**src/shared/scc_pkg.sv**
```systemverilog
// Constants and types shared by the converter control block
package scc_pkg;
    localparam int SCC_CHANNELS = 8;
    localparam int SCC_CHAN_W = 3;
    localparam int SCC_RES_W = 10;
    localparam int SCC_BIT_W = 4;
    localparam int SCC_DIV_W = 2;
    localparam int SCC_PRE_W = 3;
    localparam logic [SCC_BIT_W-1:0] SCC_MSB_IDX = 4'h9;
    localparam logic [SCC_BIT_W-1:0] SCC_LSB_IDX = 4'h0;
    localparam logic [SCC_RES_W-1:0] SCC_MSB_ONE = 10'h200;
    localparam logic [SCC_RES_W-1:0] SCC_CODE_RST = 10'h000;
    localparam logic [SCC_PRE_W-1:0] SCC_PRE_RST = 3'h0;
    localparam logic [7:0] SCC_BYTE_RST = 8'h00;
    localparam logic [SCC_CHAN_W-1:0] SCC_CHAN_RST = 3'h0;
    localparam logic [SCC_DIV_W-1:0] SCC_DIV_RST = 2'h0;

    // Placement of the result within the two result bytes
    typedef enum logic [1:0] {
        SCC_JUST_RIGHT = 2'h0,
        SCC_JUST_LEFT = 2'h1,
        SCC_JUST_LEFT_SIGNED = 2'h2,
        SCC_JUST_RSVD = 2'h3
    } scc_just_t;
endpackage

```
**src/design/scc_converter_control.sv**
```systemverilog
// Converter control: channel mux, pin override, result and completion
`timescale 1ns/1ps
// Overview of operation
// One of eight channel pins, picked by the channel field, feeds the converter.
// At conversion end the 10-bit result is stored, then flag or interrupt.
// The selected pin is forced to be a converter input, not a port pin.
// Unselected channel pins stay ordinary general-purpose port pins.
// Port output and direction writes leave the selected pin untouched.
// A port read returns 0 for the selected pin's bit; the code clears that bit one clock after the selection changes.
// With interrupts off the read-only done flag sets at every conversion end.
// The done flag holds until a result read or a control write that enables interrupts; reset clears it.
// With interrupts on the done flag never sets and reads as 0.
// With interrupts on an interrupt request rises at every conversion end.
// A result read or a control write drops the pending interrupt request.
// Reset clears the interrupt enable, so completion is polled after reset.
// Software picks single or continuous conversion.
// Result is right, left, or left-justified signed within two bytes.
// Continuous mode restarts at once and overwrites the result each time.
// Software starts a conversion by writing the control settings.
module scc_converter_control
    import scc_pkg::*;
(
    input wire logic clk,
    input wire logic rstn,
    input wire logic ctrl_wr,
    input wire logic [SCC_CHAN_W-1:0] ctrl_chan,
    input wire logic ctrl_continuous,
    input wire logic ctrl_irq_enable,
    input wire logic ctrl_on,
    input wire logic [1:0] ctrl_justify,
    input wire logic clk_wr,
    input wire logic [SCC_DIV_W-1:0] clk_div,
    input wire logic result_rd,
    input wire logic cmp_high,
    input wire logic port_out_wr,
    input wire logic [SCC_CHANNELS-1:0] port_out_data,
    input wire logic port_dir_wr,
    input wire logic [SCC_CHANNELS-1:0] port_dir_data,
    input wire logic [SCC_CHANNELS-1:0] pin_in,
    output logic [SCC_CHANNELS-1:0] pin_out,
    output logic [SCC_CHANNELS-1:0] pin_oe_n,
    output logic [SCC_CHANNELS-1:0] port_rd_data,
    output logic [SCC_CHANNELS-1:0] selected_analog_input,
    output logic [SCC_RES_W-1:0] dac_code,
    output logic [7:0] result_high_byte,
    output logic [7:0] result_low_byte,
    output logic conversion_done_flag,
    output logic conversion_irq_enable,
    output logic conversion_irq,
    output logic converter_busy
);
    function automatic logic [15:0] scc_place(input logic [SCC_RES_W-1:0] r,
                                              input scc_just_t j);
        logic [15:0] v;
        v = {6'h00, r};
        unique case (j)
            SCC_JUST_LEFT: v = {r, 6'h00};
            SCC_JUST_LEFT_SIGNED:
                v = {~r[SCC_RES_W-1], r[SCC_RES_W-2:0], 6'h00};
            default: v = {6'h00, r};
        endcase
        return v;
    endfunction

    // Port bits of the selected pin keep their old value
    function automatic logic [SCC_CHANNELS-1:0] scc_keep(
        input logic [SCC_CHANNELS-1:0] wr_data,
        input logic [SCC_CHANNELS-1:0] old_data,
        input logic [SCC_CHANNELS-1:0] keep_mask);
        return (wr_data & ~keep_mask) | (old_data & keep_mask);
    endfunction

    logic [SCC_CHAN_W-1:0] chan_reg, chan_next;
    logic cont_reg, cont_next;
    logic ien_reg, ien_next;
    logic on_reg, on_next;
    scc_just_t just_reg, just_next;
    logic [SCC_DIV_W-1:0] div_reg, div_next;
    logic [SCC_PRE_W-1:0] pre_reg, pre_next;
    logic [7:0] hi_reg, hi_next, lo_reg, lo_next;
    logic flag_reg, flag_next;
    logic irq_reg, irq_next;
    logic [SCC_CHANNELS-1:0] pout_reg, pout_next, pdir_reg, pdir_next;
    logic [SCC_CHANNELS-1:0] prd_reg, prd_next;
    logic [SCC_CHANNELS-1:0] sel_mask;
    logic [15:0] placed;
    logic tick, sar_start, sar_done, sar_busy;
    logic [SCC_RES_W-1:0] code_out;

    // Converter clock: divide by 1, 2, 4 or 8 from the bus clock
    assign tick = ((pre_reg & ((SCC_PRE_W'(1) << div_reg) - 1'b1)) == '0);
    assign sar_start = ctrl_wr | (cont_reg & on_reg & sar_done);
    // Override only while the converter is switched on
    assign sel_mask = on_reg ? (SCC_CHANNELS'(1) << chan_reg) : '0;
    assign placed = scc_place(code_out, just_reg);

    scc_sar_engine u_sar (
        .clk(clk),
        .rstn(rstn),
        .start(sar_start),
        .tick(tick),
        .cmp_high(cmp_high),
        .dac_code(code_out),
        .busy(sar_busy),
        .done(sar_done)
    );

    // Configuration group
    always_comb begin
        chan_next = chan_reg;
        cont_next = cont_reg;
        ien_next = ien_reg;
        on_next = on_reg;
        just_next = just_reg;
        div_next = div_reg;
        pre_next = pre_reg + 1'b1;
        if (ctrl_wr) begin
            chan_next = ctrl_chan;
            cont_next = ctrl_continuous;
            ien_next = ctrl_irq_enable;
            on_next = ctrl_on;
            just_next = scc_just_t'(ctrl_justify);
            // Prescaler restart gives every software-started conversion the same length
            pre_next = SCC_PRE_RST;
        end
        if (clk_wr)
            div_next = clk_div;
    end

    always_ff @(posedge clk or negedge rstn) begin
        if (!rstn) begin
            chan_reg <= SCC_CHAN_RST;
            cont_reg <= 1'b0;
            ien_reg <= 1'b0;
            on_reg <= 1'b0;
            just_reg <= SCC_JUST_RIGHT;
            div_reg <= SCC_DIV_RST;
            pre_reg <= SCC_PRE_RST;
        end else begin
            chan_reg <= chan_next;
            cont_reg <= cont_next;
            ien_reg <= ien_next;
            on_reg <= on_next;
            just_reg <= just_next;
            div_reg <= div_next;
            pre_reg <= pre_next;
        end
    end

    // Port group
    always_comb begin
        pout_next = pout_reg;
        pdir_next = pdir_reg;
        if (port_out_wr)
            pout_next = scc_keep(port_out_data, pout_reg, sel_mask);
        if (port_dir_wr)
            pdir_next = scc_keep(port_dir_data, pdir_reg, sel_mask);
        prd_next = pin_in & ~sel_mask;
    end

    always_ff @(posedge clk or negedge rstn) begin
        if (!rstn) begin
            pout_reg <= '0;
            pdir_reg <= '0;
            prd_reg <= '0;
        end else begin
            pout_reg <= pout_next;
            pdir_reg <= pdir_next;
            prd_reg <= prd_next;
        end
    end

    // Result and completion group
    always_comb begin
        hi_next = hi_reg;
        lo_next = lo_reg;
        flag_next = flag_reg;
        irq_next = irq_reg;
        // Clears first, so a completion in the same cycle wins
        if (result_rd)
            flag_next = 1'b0;
        if (result_rd || ctrl_wr)
            irq_next = 1'b0;
        if (sar_done) begin
            {hi_next, lo_next} = placed;
            if (ien_reg)
                irq_next = 1'b1;
            else
                flag_next = 1'b1;
        end
        // Enabling interrupts discards a flag set in the same cycle
        if (ien_next)
            flag_next = 1'b0;
    end

    always_ff @(posedge clk or negedge rstn) begin
        if (!rstn) begin
            hi_reg <= SCC_BYTE_RST;
            lo_reg <= SCC_BYTE_RST;
            flag_reg <= 1'b0;
            irq_reg <= 1'b0;
        end else begin
            hi_reg <= hi_next;
            lo_reg <= lo_next;
            flag_reg <= flag_next;
            irq_reg <= irq_next;
        end
    end

    assign pin_out = pout_reg & ~sel_mask;
    assign pin_oe_n = ~(pdir_reg & ~sel_mask);
    assign port_rd_data = prd_reg;
    assign selected_analog_input = sel_mask;
    assign dac_code = code_out;
    assign result_high_byte = hi_reg;
    assign result_low_byte = lo_reg;
    assign conversion_done_flag = flag_reg & ~ien_reg;
    assign conversion_irq_enable = ien_reg;
    assign conversion_irq = irq_reg;
    assign converter_busy = sar_busy;
endmodule // scc_converter_control

```
**src/design/scc_sar_engine.sv**
```systemverilog
// Successive approximation sequencer for one 10-bit conversion
`timescale 1ns/1ps
module scc_sar_engine
    import scc_pkg::*;
(
    input wire logic clk,
    input wire logic rstn,
    input wire logic start,
    input wire logic tick,
    input wire logic cmp_high,
    output logic [SCC_RES_W-1:0] dac_code,
    output logic busy,
    output logic done
);
    typedef enum logic [1:0] {SCC_IDLE, SCC_SAMPLE, SCC_CONVERT} scc_sar_t;

    scc_sar_t state_reg, state_next;
    logic [SCC_RES_W-1:0] code_reg, code_next;
    logic [SCC_BIT_W-1:0] bit_reg, bit_next;
    logic done_reg, done_next;

    always_comb begin
        state_next = state_reg;
        code_next = code_reg;
        bit_next = bit_reg;
        done_next = 1'b0;
        if (start) begin
            // A new start abandons any conversion under way
            state_next = SCC_SAMPLE;
            code_next = SCC_CODE_RST;
        end else if (tick) begin
            unique case (state_reg)
                SCC_IDLE: begin
                end
                SCC_SAMPLE: begin
                    state_next = SCC_CONVERT;
                    code_next = SCC_MSB_ONE;
                    bit_next = SCC_MSB_IDX;
                end
                SCC_CONVERT: begin
                    if (!cmp_high)
                        code_next[bit_reg] = 1'b0;
                    if (bit_reg == SCC_LSB_IDX) begin
                        state_next = SCC_IDLE;
                        done_next = 1'b1;
                    end else begin
                        bit_next = bit_reg - 1'b1;
                        code_next[bit_reg - 1'b1] = 1'b1;
                    end
                end
                default: state_next = SCC_IDLE;
            endcase
        end
    end

    always_ff @(posedge clk or negedge rstn) begin
        if (!rstn) begin
            state_reg <= SCC_IDLE;
            code_reg <= SCC_CODE_RST;
            bit_reg <= SCC_LSB_IDX;
            done_reg <= 1'b0;
        end else begin
            state_reg <= state_next;
            code_reg <= code_next;
            bit_reg <= bit_next;
            done_reg <= done_next;
        end
    end

    assign dac_code = code_reg;
    assign busy = (state_reg != SCC_IDLE);
    assign done = done_reg;
endmodule // scc_sar_engine

```
**config.mk**
```make
export PLATFORM = sky130hd
export DESIGN_NAME = scc_converter_control
export DESIGN_NICKNAME = d
export VERILOG_FILES = /design/src/shared/scc_pkg.sv /design/src/design/scc_converter_control.sv /design/src/design/scc_sar_engine.sv
export SDC_FILE = /design/constraint.sdc
export NUM_CORES = 1
export LEC_CHECK = 0
export BUFFER_PORTS_ARGS = -buffer_cell sky130_fd_sc_hd__buf_2
export CAP_MARGIN = 0
export CORE_MARGIN = 2
export CORE_UTILIZATION = 40
export CTS_CLUSTER_DIAMETER = 40
export DETAILED_ROUTE_END_ITERATION = 12
export GPL_TIMING_DRIVEN = 0
export PLACE_DENSITY = 0.74
export SETUP_SLACK_MARGIN = 0.4
export SYNTH_ARGS = -nofsm -noshare
export SYNTH_HDL_FRONTEND = slang
export SYNTH_SLANG_ARGS = --single-unit
```
**constraint.sdc**
```tcl
create_clock -name clk -period 4.12 [get_ports clk]
set_input_delay 0 -clock clk [delete_from_list [all_inputs] [get_ports clk]]
set_output_delay 0 -clock clk [all_outputs]
set_load 0.005 [all_outputs]
```
# ---- Word level (Yosys, flattened, before mapping)
# Index checks and enable logic that the tools add are counted.
dict set report word_totals {
  regBits 72
  elab_cells 102
}
dict set report op_classes {
  n_addsub 3
  magnitude_cmp 4
  eq_ne 7
  n_shift 2
  mux 33
  bitwise 22
  n_reduce_logical 13
}
# cell n
set op_table {}
lappend op_table {{$mux W10} 7}
lappend op_table {{$and A8 B8 Y8} 7}
lappend op_table {{$pmux W16 S2} 1}
lappend op_table {{$pmux W10 S2} 1}
lappend op_table {{$not A8 Y8} 2}
lappend op_table {{$or A8 B8 Y8} 2}
lappend op_table {{$mux W1} 14}
lappend op_table {{$and A10 B10 Y10} 1}
lappend op_table {{$lt A4 B5 Y1 const B} 2}
lappend op_table {{$not A10 Y10} 1}
lappend op_table {{$or A10 B10 Y10} 1}
lappend op_table {{$demux W1 S4} 2}
lappend op_table {{$ge A4 B1 Y1 const B} 2}
lappend op_table {{$mux W8} 1}
lappend op_table {{$pmux W4 S2} 1}
lappend op_table {{$shl A1 B3 Y8 const A} 1}
lappend op_table {{$mux W2} 3}
lappend op_table {{$pmux W2 S3} 1}
lappend op_table {{$reduce_bool A2 Y1} 3}
lappend op_table {{$eq A2 B1 Y1 const B} 2}
lappend op_table {{$eq A2 B2 Y1 const B} 2}
lappend op_table {{$logic_not A4 Y1} 1}
lappend op_table {{$mux W4} 1}
lappend op_table {{$ne A2 B2 Y1 const B} 2}
lappend op_table {{other kinds (18)} 23}

# ---- Longest topological paths before layout
dict set report depth {
  ltp_word 15
  ltp_mapped 7
}

# ---- Modules after synthesis
# From an unflattened synthesis, not the netlist that was laid out.
dict set report unflattened {
  cells_unflattened 339
  area_unflattened_um2 3495.9
}
# mod n_inst cells_each area_each_um2 seq_area_each_um2
set by_module_without_submodules {}
lappend by_module_without_submodules {scc_converter_control 1 219 2402.3 1376.3}
lappend by_module_without_submodules {scc_sar_engine 1 120 1093.5 425.4}

# ---- Worst setup path before layout
# OpenSTA, ideal clock, no wires.
dict set report synth_path {
  path_kind {register -> register}
  start {register u_sar.bit_reg[0]}
  end {register u_sar.code_reg[9] (netlist: u_sar.dac_code[9])}
  setup_ns 0.123
  arrival_time_ns 1.517
  path_slack_ns 2.480
  stages_incl_launch_ff 8
  n_path_buf 1
  period_less_slack_ns 1.640
  path_cell_list {dfrtp_1 inv_1 ha_1 clkbuf_1 and2_1 a21oi_1 o22ai_1 o221a_1}
}
dict set report synth_between {
  elab_chain_len 15
  word_cells_on_any_way 23
}
# item line_no
set synth_rtl {}
lappend synth_rtl {{start: declaration} scc_sar_engine.sv:19} ;# logic [SCC_BIT_W-1:0] bit_reg, bit_next;
lappend synth_rtl {{start signal: assignment} scc_sar_engine.sv:65} ;# bit_reg <= bit_next;
lappend synth_rtl {{$lt A4 B5 Y1 (not written as such) / $ge A4 B1 Y1 (equally long branches)} scc_sar_engine.sv:42} ;# code_next[bit_reg] = 1'b0;
lappend synth_rtl {{$logic_and A1 B1 Y1 (not written as such)} scc_sar_engine.sv:42}
lappend synth_rtl {{$mux W1 (not written as such)} scc_sar_engine.sv:42}
lappend synth_rtl {{$demux W1 S4} n/a}
lappend synth_rtl {{$not A10 Y10 (no source line)} n/a}
lappend synth_rtl {{$and A10 B10 Y10 (no source line)} n/a}
lappend synth_rtl {{$mux W10} scc_sar_engine.sv:41} ;# if (!cmp_high)
lappend synth_rtl {{$mux W10} scc_sar_engine.sv:32} ;# unique case (state_reg)
lappend synth_rtl {{$mux W10} scc_sar_engine.sv:31} ;# end else if (tick) begin
lappend synth_rtl {{$mux W10} scc_sar_engine.sv:27} ;# if (start) begin
lappend synth_rtl {{$or A10 B10 Y10 (no source line)} n/a}
lappend synth_rtl {{$mux W10 *} scc_sar_engine.sv:43} ;# if (bit_reg == SCC_LSB_IDX) begin
lappend synth_rtl {{$pmux W10 S2 *} scc_sar_engine.sv:32}
lappend synth_rtl {{$mux W10 *} scc_sar_engine.sv:31}
lappend synth_rtl {{$mux W10 *} scc_sar_engine.sv:27}
lappend synth_rtl {{end signal: assignment} scc_sar_engine.sv:64} ;# code_reg <= code_next;
lappend synth_rtl {{end: declaration} scc_sar_engine.sv:18} ;# logic [SCC_RES_W-1:0] code_reg, code_next;
# Mark *: on every way between the ends. The rest lies on a longest branch, timed or not. The select of a mux whose other input is x is not followed.
# A chain may end at the register's enable or synchronous reset.

# ---- Worst setup path after layout
dict set report layout_path {
  start {register u_sar.bit_reg[0]}
  end {register u_sar.state_reg[1]}
}
dict set report layout_between {
  elab_chain_len 3
}
# item line_no
set layout_rtl {}
lappend layout_rtl {{$logic_not A4 Y1} scc_sar_engine.sv:43}
lappend layout_rtl {{$ne A3 B2 Y1 (no source line)} n/a}
lappend layout_rtl {{$reduce_and A3 Y1 (no source line)} n/a}
lappend layout_rtl {{end signal: assignment} scc_sar_engine.sv:63} ;# state_reg <= state_next;
lappend layout_rtl {{end: declaration} scc_sar_engine.sv:17} ;# scc_sar_t state_reg, state_next;
# No other way between the ends.

==> reports/qor.yml <==
path_cells: "inv_1, ha_1, clkbuf_1, nand2_1, a211oi_2, mux2i_1"
synthDistinctLibCells: 53
synth_edf_count: 0
cts.sinks: 72
status: "finished, final reports clean"
boundaryPins: 104
synth-seq-area-share_pct: 51.2
place_congestion: 0.929
layout_common_cells: "buf_2 (103), dfrtp_1 (72), dlygate4sd3_1 (43)"
hold_depth: 3
dr.pass1.iters: 4
final_common_cell: "buf_2"
ir_worst_vdd_uv: 229
min_period_ps: 1970
clockBufferDepth: 2
required_ps: 4390
rr_worst_depth: 6
root_buffer: "clkbuf_8"
hp-class: "input pin to flop"
netlist_instances: 329
ys_top_cells_by_area: "dfrtp_1 (51%), mux2_2 (5.4%), ha_1 (4.3%)"
dpl.hpwl_um: 6320
die_h_um: 97.8
netlist_area_um2: 3520
num_vias: 3040
overflow: 0
die_w_um: 97.8
grt_max_degree: 73
worst_path_max_delay_cell: "dfrtp_1"
portBuffers: 100
synth_top_area_cell: "dfrtp_1"
h-tree-depth: 3
insertion_delay_ps: 340
clkTransAtPathRegs_ps: 90
drc: 0
reg2reg_slack_ps: 2150
fill_cells: 759
cpPeakStageDelay_ps: 440
syn_to_final_growth_pct: 37.4
worstPathArrival_ps: 2240
hold_viol: 0
timing.fmax_ghz: 0.508
cts_tree: "yes"
slew_headroom_pct: 51.2
n_antenna_cell: 0
grt_pass1_vias: 3022
antenna_left: 0
fin_setup_tns_ps: 0
rsz0062_at_grt: "false"
routedWlPerCell_um: 15.8
cts.repair.resized: 0
path_class: "flop to flop"
async_flop_share_pct: 100
cp-start-kind: "flop"
p_per_area_nw_per_um2: 396
final_util_pct: 56.0
cap_viol_max_count: 0
syn_area_per_cell_um2: 10.7
worst_pin_slew_ps: 728
cts_made_buffers: 9
post_cts.repair.setup_buffers: 0
synth_top_area_share_pct: 51.2
drt_iter0_drc: 115
placementRows: 34
initial_core_util_pct: 40.7
track_usage_pct: 19.8
leakage_uw: 0.00240
grt_pass1_wl_um: 15200
synth_ff_type: "dfrtp_1"
vias_per_cell: 5.09
wl_um: 9410
endpoint_kind: "flop"
finalCritPeriodShare_pct: 47.8
clock_skew_ps: 11.9
antenna_found_initial: 0
maxSlewViolCount: 0
coreArea_um2: 8640
final_nets: 538
ys_warn_count: 0
drive_gt1_share_pct: 30.5
syn-num-nets: 383
dieArea_um2: 9560
cts_hold_buffers: 42
setup_violations: 0
synth_seq_cells: 72
critPathMaxFanout: 9
==> path summary, 6_finish.rpt <==
| kind | start | endpoint |
|---|---|---|
| min | port_out_wr | flop |
| max | u_sar.bit_reg[0] | u_sar.state_reg[1] |
| min in group asynchronous | rstn | port_rd_data[2] |
| min reg2reg | pre_reg[0] | pre_reg[0] |
| max in group asynchronous | rstn | u_sar.bit_reg[0] |
| max reg2reg | u_sar.bit_reg[0] | u_sar.state_reg[1] |
==> cell usage after synthesis, drive strengths merged (7+ instances only) <==
library cell and number:
and2 17, buf 7, a22o 7, o21ai 12, ha 12, nand2 37
nor2b 9, nor2 14, mux2 24, dfrtp 72, nand3 16, inv 30
==> critical path, delay by kind of cell, from the launching register on <==
| kind | cells | cell delay [ps] |
|---|---|---|
| buffers and inverters | 2 | 500 |
| multiplexers | 1 | 220 |
| AND/OR/NAND/NOR | 1 | 240 |
| flip-flops | 1 | 440 |
| adder cells (fa/ha/maj) | 1 | 160 |
| AO/OA/AOI/OAI | 1 | 340 |
==> per-stage QoR <==
step | total power [µW] | instance area (µm²) | hold WS, ps | cells | setup WS (ps)
after floorplan | 1090 | 3520 | -296 | 329 | 2480
after global placement | 1230 | 4150 | 206 | 537 | 2200
after detailed placement | 1250 | 4180 | 40.8 | 538 | 2190
after CTS | 1910 | 4820 | 0.408 | 596 | 2140
after global routing | 2010 | 4830 | 53.5 | 597 | 1970
final | 1910 | 4830 | 57.7 | 597 | 2150
==> layer usage <==
| metal | vias up | global-route usage (%) | share of wire [%] | wire length, µm |
|---|---|---|---|---|
| met5 | - | 0 | 0 | 0 |
| li1 | 1458 | - | - | - |
| met4 | 0 | 7.05 | 2.1 | 196 |
| met2 | 107 | 33.3 | 49 | 4570 |
| met1 | 1455 | 25.7 | 44 | 4130 |
| met3 | 20 | 3.58 | 5.5 | 514 |
==> kinds of logic after synthesis <==
kind of cell             count (synthesis)  share of synthesized area [%]
AO/OA/AOI/OAI                           67                           15.2
XOR/XNOR                                 1                          0.249
adder cells (fa/ha/maj)                 12                           4.27
buffers and inverters                   43                           5.27
flip-flops                              72                           51.2
multiplexers                            26                           8.26
AND/OR/NAND/NOR                        108                           15.5
==> final cells by class <==
type | instances | area, µm² | share of cell area, %
clock buffers | 10 | 128 | 2.64
repair buffers | 144 | 961 | 19.9
well taps | 108 | 135 | 2.80
clock inverters | 6 | 92.6 | 1.92
flip-flops and latches | 72 | 1800 | 37.3
plain buffers | 13 | 72.6 | 1.50
inverters | 30 | 113 | 2.33
multi-input cells | 214 | 1530 | 31.6
==> power breakdown <==
part	total, µW	internal (µW)	switching [µW]
Combinational	470	212	258
Sequential	806	762	44.0
Clock	636	345	291
Power figures use the tool's default switching activity.
